### src/rtl/strap_pad_consts.svh
// Constants for the strap and pad mode control block
`ifndef STRAP_PAD_CONSTS_SVH
`define STRAP_PAD_CONSTS_SVH
// ----------------------------------------
// Register map (byte addresses)
// ----------------------------------------
`define ADDR_CONTROL 8'h00
`define ADDR_STATUS 8'h04
`define ADDR_SLOW_CLOCK 8'h08
`define ADDR_MASK 8'hFC
// ----------------------------------------
// Field positions
// ----------------------------------------
`define CTRL_LINK_POWER_BIT 0
`define STAT_MODE_LSB 0
`define STAT_MODE_MSB 1
`define STAT_DONE_BIT 2
`define STAT_XTAL_BIT 3
`define STAT_SAMPLING_BIT 4
`define STAT_TEST_MODE_BIT 5
`define SLOW_COUNT_LSB 0
`define SLOW_COUNT_MSB 7
// ----------------------------------------
// Timing
// ----------------------------------------
`define SETTLE_NS 2000
`define CLOCK_NS 20
`define SETTLE_CYCLES ((`SETTLE_NS + `CLOCK_NS - 1) / `CLOCK_NS)
`define XTAL_WINDOW_CYCLES 16'h1000
`define XTAL_MIN_EDGES 8'h04
`define EDGE_COUNT_MAX 8'hFF
`define CNT_W 16
`endif

### src/rtl/strap_pad_pkg.sv
// Types for the strap and pad mode control block
package strap_pad_pkg;
   typedef enum logic [1:0] {
      MODE_PRODUCTION_TEST,
      MODE_DIRECT_RADIO_TEST,
      MODE_BOOTLOADER_START,
      MODE_FIRMWARE_UPDATE
   } op_mode_t;
   typedef enum logic [1:0] {
      BOOT_SETTLE,
      BOOT_XTAL,
      BOOT_RUN
   } boot_state_t;
endpackage

### src/rtl/strap_and_pad_mode_control.sv
// Strap sampling, mode decode and UART pad type control
`timescale 1ns/1ps
`include "strap_pad_consts.svh"
module strap_and_pad_mode_control
   import strap_pad_pkg::*;
(
   // Clock and reset
   input wire logic clock,
   input wire logic rst_b,
   // AHB-Lite slave
   input wire logic hsel,
   input wire logic [31:0] haddr,
   input wire logic [1:0] htrans,
   input wire logic hwrite,
   input wire logic [2:0] hsize,
   input wire logic [31:0] hwdata,
   input wire logic hready,
   output logic [31:0] hrdata,
   output logic hreadyout,
   output logic hresp,
   // Strap pins
   input wire logic test_select_strap_b,
   input wire logic boot_select_strap,
   output logic test_strap_pull_up,
   output logic boot_strap_pull_down,
   output logic strap_input_enable,
   // Slow clock crystal detect
   input wire logic slow_clock_in,
   // Clear-to-send pad
   input wire logic clear_to_send_b,
   output logic cts_input_enable,
   output logic cts_pull_down,
   // Wake request pads
   input wire logic wake_request_in_b,
   output logic wake_in_input_enable,
   input wire logic wake_out_level_b,
   output logic wake_request_out_b,
   output logic wake_out_oe,
   output logic wake_out_input_enable,
   // Status to the core
   output logic [1:0] operating_mode,
   output logic mode_valid,
   output logic test_uart_required,
   output logic slow_xtal_present,
   output logic clear_to_send_sync_b,
   output logic wake_request_in_sync_b
);
   // ----------------------------------------
   // Reset release
   // ----------------------------------------
   // Asserts at once, releases only on a clock edge
   logic rst_meta_reg;
   logic rst_n;
   always_ff @(posedge clock or negedge rst_b) begin
      if (!rst_b) begin
         rst_meta_reg <= 1'b0;
         rst_n <= 1'b0;
      end else begin
         rst_meta_reg <= 1'b1;
         rst_n <= rst_meta_reg;
      end
   end

   // ----------------------------------------
   // Pin synchronisers
   // ----------------------------------------
   logic [3:0] pins_sync;
   strap_sync u_sync (
      .clock(clock),
      .rst_n(rst_n),
      .pin_in({slow_clock_in, wake_request_in_b, clear_to_send_b,
               1'b0}),
      .pin_out(pins_sync)
   );
   // Lane 0 is spare; the other three carry async pins
   logic cts_sync_b;
   logic wake_in_sync_b;
   logic slow_sync;
   assign cts_sync_b = pins_sync[1];
   assign wake_in_sync_b = pins_sync[2];
   assign slow_sync = pins_sync[3];
   // Straps get their own pair so the pulls are on before sampling
   logic [1:0] strap_meta_reg;
   logic [1:0] strap_sync_reg;

   // ----------------------------------------
   // State
   // ----------------------------------------
   typedef struct packed {
      boot_state_t state;
      logic [`CNT_W-1:0] count;
      logic [7:0] edges;
      logic slow_prev;
      op_mode_t mode;
      logic done;
      logic xtal;
      logic link_power;
      logic wr_pend;
      logic [7:0] addr;
      logic [31:0] rdata;
   } state_t;
   state_t cur_reg;
   state_t cur_next;

   always_ff @(posedge clock or negedge rst_n) begin
      if (!rst_n) begin
         strap_meta_reg <= 2'b00;
         strap_sync_reg <= 2'b00;
      end else begin
         strap_meta_reg <= {boot_select_strap, test_select_strap_b};
         strap_sync_reg <= strap_meta_reg;
      end
   end

   logic test_asserted;
   logic boot_asserted;
   op_mode_t decoded;
   assign test_asserted = ~strap_sync_reg[0];
   assign boot_asserted = strap_sync_reg[1];

   always_comb begin
      case ({test_asserted, boot_asserted})
         2'b10: decoded = MODE_PRODUCTION_TEST;
         2'b11: decoded = MODE_DIRECT_RADIO_TEST;
         2'b01: decoded = MODE_BOOTLOADER_START;
         default: decoded = MODE_FIRMWARE_UPDATE;
      endcase
   end

   // ----------------------------------------
   // Next state
   // ----------------------------------------
   logic addr_phase;
   logic slow_rise;
   assign addr_phase = hsel & hready & htrans[1];
   assign slow_rise = slow_sync & ~cur_reg.slow_prev;

   // ----------------------------------------
   // Boot sequencing
   // ----------------------------------------
   logic settle_done;
   logic window_done;
   logic edge_count_full;
   assign settle_done = (cur_reg.count == `CNT_W'(`SETTLE_CYCLES));
   assign window_done = (cur_reg.count == `XTAL_WINDOW_CYCLES);
   // Saturate so a fast oscillator cannot wrap the count to zero
   assign edge_count_full = (cur_reg.edges == `EDGE_COUNT_MAX);

   // ----------------------------------------
   // Bus decode and read words
   // ----------------------------------------
   logic read_request;
   logic write_request;
   logic write_control;
   logic test_modes_done;
   logic [7:0] read_offset;
   logic [31:0] control_word;
   logic [31:0] status_word;
   logic [31:0] slow_count_word;
   assign read_request = addr_phase & ~hwrite;
   assign write_request = addr_phase & hwrite;
   // Only the low byte decodes; higher address bits alias
   assign read_offset = haddr[7:0] & `ADDR_MASK;
   // Write data follows one cycle behind its address
   assign write_control = cur_reg.wr_pend &
      (cur_reg.addr == `ADDR_CONTROL);
   assign test_modes_done = cur_reg.done & ~cur_reg.mode[1];

   always_comb begin
      control_word = 32'h0000_0000;
      control_word[`CTRL_LINK_POWER_BIT] = cur_reg.link_power;
   end

   always_comb begin
      status_word = 32'h0000_0000;
      status_word[`STAT_MODE_MSB:`STAT_MODE_LSB] = cur_reg.mode;
      status_word[`STAT_DONE_BIT] = cur_reg.done;
      status_word[`STAT_XTAL_BIT] = cur_reg.xtal;
      status_word[`STAT_SAMPLING_BIT] = (cur_reg.state == BOOT_SETTLE);
      status_word[`STAT_TEST_MODE_BIT] = test_modes_done;
   end

   always_comb begin
      slow_count_word = 32'h0000_0000;
      slow_count_word[`SLOW_COUNT_MSB:`SLOW_COUNT_LSB] = cur_reg.edges;
   end

   always_comb begin
      cur_next = cur_reg;
      cur_next.slow_prev = slow_sync;
      case (cur_reg.state)
         BOOT_SETTLE: begin
            // Pulls settle before the straps are trusted
            if (settle_done) begin
               cur_next.mode = decoded;
               cur_next.count = '0;
               cur_next.state = BOOT_XTAL;
            end else begin
               cur_next.count = cur_reg.count + 1'b1;
            end
         end
         BOOT_XTAL: begin
            // Count slow clock edges in a fixed window
            if (slow_rise && !edge_count_full) begin
               cur_next.edges = cur_reg.edges + 1'b1;
            end
            if (window_done) begin
               cur_next.xtal = (cur_reg.edges >= `XTAL_MIN_EDGES);
               cur_next.done = 1'b1;
               cur_next.state = BOOT_RUN;
            end else begin
               cur_next.count = cur_reg.count + 1'b1;
            end
         end
         BOOT_RUN: begin
            cur_next.state = BOOT_RUN;
         end
         default: cur_next.state = BOOT_SETTLE;
      endcase

      // Bus: writes land one cycle after the address phase
      cur_next.wr_pend = write_request;
      if (addr_phase) begin
         cur_next.addr = haddr[7:0];
      end
      if (write_control) begin
         cur_next.link_power = hwdata[`CTRL_LINK_POWER_BIT];
      end
      cur_next.rdata = 32'h0000_0000;
      if (read_request) begin
         case (read_offset)
            `ADDR_CONTROL: cur_next.rdata = control_word;
            `ADDR_STATUS: cur_next.rdata = status_word;
            `ADDR_SLOW_CLOCK: cur_next.rdata = slow_count_word;
            default: cur_next.rdata = 32'h0000_0000;
         endcase
      end
   end

   always_ff @(posedge clock or negedge rst_n) begin
      if (!rst_n) begin
         cur_reg <= '0;
      end else begin
         cur_reg <= cur_next;
      end
   end

   // ----------------------------------------
   // Bus answers
   // ----------------------------------------
   assign hrdata = cur_reg.rdata;
   // Every access completes at once, so no wait-state logic
   assign hreadyout = 1'b1;
   assign hresp = 1'b0;

   // ----------------------------------------
   // Strap pads
   // ----------------------------------------
   // Buffers off after sampling so open straps draw nothing
   logic sampling;
   assign sampling = (cur_reg.state == BOOT_SETTLE);
   assign test_strap_pull_up = sampling;
   assign boot_strap_pull_down = sampling;
   assign strap_input_enable = sampling;

   // ----------------------------------------
   // UART pad types
   // ----------------------------------------
   // Host must drive floating inputs; no keeper here by design
   logic lp;
   assign lp = cur_reg.link_power;
   always_comb begin
      // Input buffer stays on in both protocol states
      cts_input_enable = 1'b1;
      wake_out_input_enable = 1'b0;
      case (lp)
         1'b1: begin
            // No pull-down: a line held high would drain current
            cts_pull_down = 1'b0;
            wake_in_input_enable = 1'b1;
            wake_out_oe = 1'b1;
            wake_request_out_b = wake_out_level_b;
         end
         default: begin
            // Pull-down keeps an open line asserted
            cts_pull_down = 1'b1;
            wake_in_input_enable = 1'b0;
            wake_out_oe = 1'b0;
            wake_request_out_b = 1'b1;
         end
      endcase
   end

   // ----------------------------------------
   // Status outputs
   // ----------------------------------------
   assign operating_mode = cur_reg.mode;
   assign mode_valid = cur_reg.done;
   // Both test modes need the full four-wire UART
   assign test_uart_required = test_modes_done;
   assign slow_xtal_present = cur_reg.xtal;
   assign clear_to_send_sync_b = cts_sync_b;
   assign wake_request_in_sync_b = lp ? wake_in_sync_b : 1'b1;
endmodule

### src/rtl/strap_sync.sv
// Two-flop synchroniser bank for pin inputs
`timescale 1ns/1ps
module strap_sync (
   // Clock and reset
   input wire logic clock,
   input wire logic rst_n,
   // Pins
   input wire logic [3:0] pin_in,
   output logic [3:0] pin_out
);
   logic [3:0] first_reg;
   logic [3:0] second_reg;
   genvar i;
   generate
      for (i = 0; i < 4; i = i + 1) begin : g_bit
         always_ff @(posedge clock or negedge rst_n) begin
            if (!rst_n) begin
               first_reg[i] <= 1'b0;
               second_reg[i] <= 1'b0;
            end else begin
               first_reg[i] <= pin_in[i];
               second_reg[i] <= first_reg[i];
            end
         end
      end
   endgenerate
   assign pin_out = second_reg;
endmodule

### config.mk
export PLATFORM = sky130hd
export DESIGN_NAME = strap_and_pad_mode_control
export DESIGN_NICKNAME = d
export VERILOG_FILES = /design/src/rtl/strap_pad_pkg.sv /design/src/rtl/strap_and_pad_mode_control.sv /design/src/rtl/strap_sync.sv
export VERILOG_INCLUDE_DIRS = /design/src /design/src/rtl
export SDC_FILE = /design/constraint.sdc
export NUM_CORES = 1
export LEC_CHECK = 0
export ABC_AREA = 1
export BUFFER_PORTS_ARGS = -buffer_cell sky130_fd_sc_hd__buf_4
export CAP_MARGIN = 30
export CORE_AREA = 5 5 86 88
export CTS_CLUSTER_DIAMETER = 50
export DETAILED_ROUTE_END_ITERATION = 12
export DIE_AREA = 0 0 91 93
export PLACE_DENSITY_LB_ADDON = 0.15
export SLEW_MARGIN = 40
export SYNTH_ARGS = -nofsm -noshare
export SYNTH_HDL_FRONTEND = slang
export SYNTH_SLANG_ARGS = --single-unit
### constraint.sdc
create_clock -name clock -period 2.8 [get_ports clock]
set_input_delay 0.42 -clock clock [delete_from_list [all_inputs] [get_ports clock]]
set_output_delay 0.42 -clock clock [all_outputs]
set_load 0.05 [all_outputs]
==> impl_metrics.toml <==
[status]
status = "finished clean"

[placed_design]
place_hpwl_um = 4740
globalplace.congestion = 0.836
dpl-instance-area_um2 = 3530
port-buffer-count = 42

[die]
core_area_um2 = 6570
io_pins = 130
die-area_um2 = 8460
initial_utilization = 0.509
rows = 30
die_h_um = 93
die_w_um = 91

[cts]
cts_resized = 0
cts_sinks = 61
insertion_delay_ps = 340
post-cts-setup-buffer-count = 0
clockBufferDepth = 2
clk_pin_slew_ps = 70
hold_buffers = 1
h-tree-depth = 3
cts_made_buffers = 9
cts_tree = "done"
clockRootBuffer = "clkbuf_8"

[min_path]
worstHoldPathCells = 1
min_from = "slow_clock_in"
hold_end = "u_sync.first_reg[3]"
min_path_type = "primary input to flip-flop"

[routing]
num_vias = 2395
via_per_inst = 4.56
drc_errors = 0
ant_nets = 0
routed_wl_um = 6190
first_pass_iters = 4
wire_per_inst_um = 11.8
initialDrtViolationCount = 80

[global_routing]
grt_max_degree = 30
gr-usage-all-layers = 0.155
grt_pass1_vias = 2306
grt_overflow_total = 0
grt_pass1_wl_um = 10600
antenna_found_initial = 0

[power_and_ir_drop]
p_switching_w = 0.000525
clockPowerShare = 0.380
ir_drop_v = 0.000313
power_leakage_nw = 1.89
power_w = 0.00186
p_comb_frac = 0.116
pwr_density_cell_nw_per_um2 = 502
internal_power_w = 0.00134
p_seq_frac = 0.504
switching_share = 0.282

[yosys]
synth_cell_types = 30
ys_ff_latch = 61
synth_warnings = 0
avgSynthCellArea_um2 = 8.32
yosysMostFrequentCell = "nand2_1"
synth_edf_count = 0
synth_common_cells = "nand2_1 (98), dfrtp_1 (61), inv_1 (49)"
yosysSeqAreaShare = 0.457
synth_area_leaders = "dfrtp_1 (46%), nand2_1 (11%), buf_4 (9.2%), inv_1 (5.5%), nor2_1 (4.6%)"
yosys.area.top_type = "dfrtp_1"
ys.flop_type = "dfrtp_1"
synth.top_cell.area_share = 0.457
synth_area_um2 = 3340
ys_async_sr_fraction = 1.00
synth_cells = 402

[finish]
antenna_cells = 0
fin_util = 0.566
areaGrowthSynthToFinish_pct = 11.2
drive_gt1_frac = 0.191
final_area_um2 = 3720
largest_reg_flops = 36
fin_nets = 528

[timing]
slew_violations = 0
fin_crit_ps = 1810
worst_slew_pin_slew_ps = 627
rsz0062_at_grt = "false"
fin_tns_setup_ps = 0
slew_headroom = 0.582
clock_skew_ps = 9.84
hold_violations = 0
fin_crit_sh = 0.647
fmax_ghz = 0.552
setup_viol = 0

[worst_setup_path]
worstSetupPathType = "flip-flop to output pin"
start_kind = "flip-flop"
r2r-start = "cur_reg[55]"
r2r_cells = 9
end_kind = "output pin"
cp.arrival_ps = 1390
required_ps = 2380
r2r_end = "cur_reg[61]"
crit_fanout = 7
rrSetupSlack_ps = 1030

[flow_run]
maxCapViolations = 0
## stage by stage
step / worst slack (ps) / hold slack (ps) / instances
finish: 988 / 188 / 525
global route: 760 / 164 / 525
CTS: 966 / 172 / 525
detailed placement: 1000 / 205 / 508
global placement: 1040 / 203 / 508
floorplan: 857 / 124 / 429
## layer usage
metal | track usage | routed length (um) | up-vias
li1 | - | - | 1248
met1 | 0.193 | 2760 | 1085
met2 | 0.251 | 2950 | 52
met3 | 0.0539 | 390 | 10
met4 | 0.0538 | 91 | 0
met5 | 0 | 0 | -
## layout make-up
type	instances	area, um^2
clock buffers	13	159
fillers	601	2850
repair buffers	45	340
flip-flops and latches	61	1530
clock inverters	3	20.0
multi-input cells	272	1380
inverters	51	191
well taps	80	100
## power by group through the flow
stage,sequential (W),combinational [W],clock (W)
5_1_grt,0.000944,0.000230,0.000764
4_1_cts,0.000940,0.000217,0.000733
3_5_place_dp,0.000957,0.000216,0
2_1_floorplan,0.000966,0.000183,0
3_3_place_gp,0.000955,0.000213,0
6_report,0.000939,0.000216,0.000709
## worst max-delay path, stage by stage (launching register included)
cell and delay [ps]:
dfrtp_1 400, inv_1 70, ha_1 330, buf_4 270
## cells in the final DEF (no fill, tap or decap), types with 2 or more instances in the layout
cell	Yosys	layout
inv_2	2	2
dfrtp_1	61	60
ha_1	8	8
xnor2_1	4	4
or2_2	2	2
nand2_1	98	98
nand3_2	3	3
xor2_1	12	12
inv_1	49	49
nor3_1	5	5
clkbuf_8	0	11
nor4_1	2	2
o21ai_0	17	17
conb_1	2	29
buf_4	41	44
o22ai_1	4	4
nand3_1	19	19
mux2_2	6	6
nand2_2	3	3
nand4_1	3	3
o21ai_1	2	2
a21oi_1	2	2
nor2_1	41	41
clkbuf_1	0	2
clkinvlp_4	0	2
nor2_2	7	7
## worst max-delay path by stage
| stage | slack (ps) | cells past startpoint | startpoint | end |
|---|---|---|---|---|
| after floorplan | 860 | 2 | lp | wake_request_in_sync_b |
| after global placement | 1040 | 9 | cur_reg[55] | cur_reg[61] |
| final | 990 | 3 | cur_reg[71] | strap_input_enable |
| after CTS | 970 | 3 | cur_reg[71] | strap_input_enable |
| after global routing | 760 | 9 | cur_reg[55] | cur_reg[61] |
| after detailed placement | 1000 | 9 | cur_reg[55] | cur_reg[61] |
## cells by family after synthesis
| kind of cell | Yosys count | synth area share |
|---|---|---|
| DFF | 61 | 0.457 |
| AOI/OAI and AO/OA | 27 | 0.0464 |
| and+or+nand+nor | 186 | 0.242 |
| adders and majority gates | 8 | 0.0299 |
| other | 2 | 0.00225 |
| xor gates and xnor gates | 16 | 0.0419 |
| buffers and inverters | 96 | 0.161 |
| muxes | 6 | 0.0202 |
Note: power is estimated with default switching activity, not from simulation.
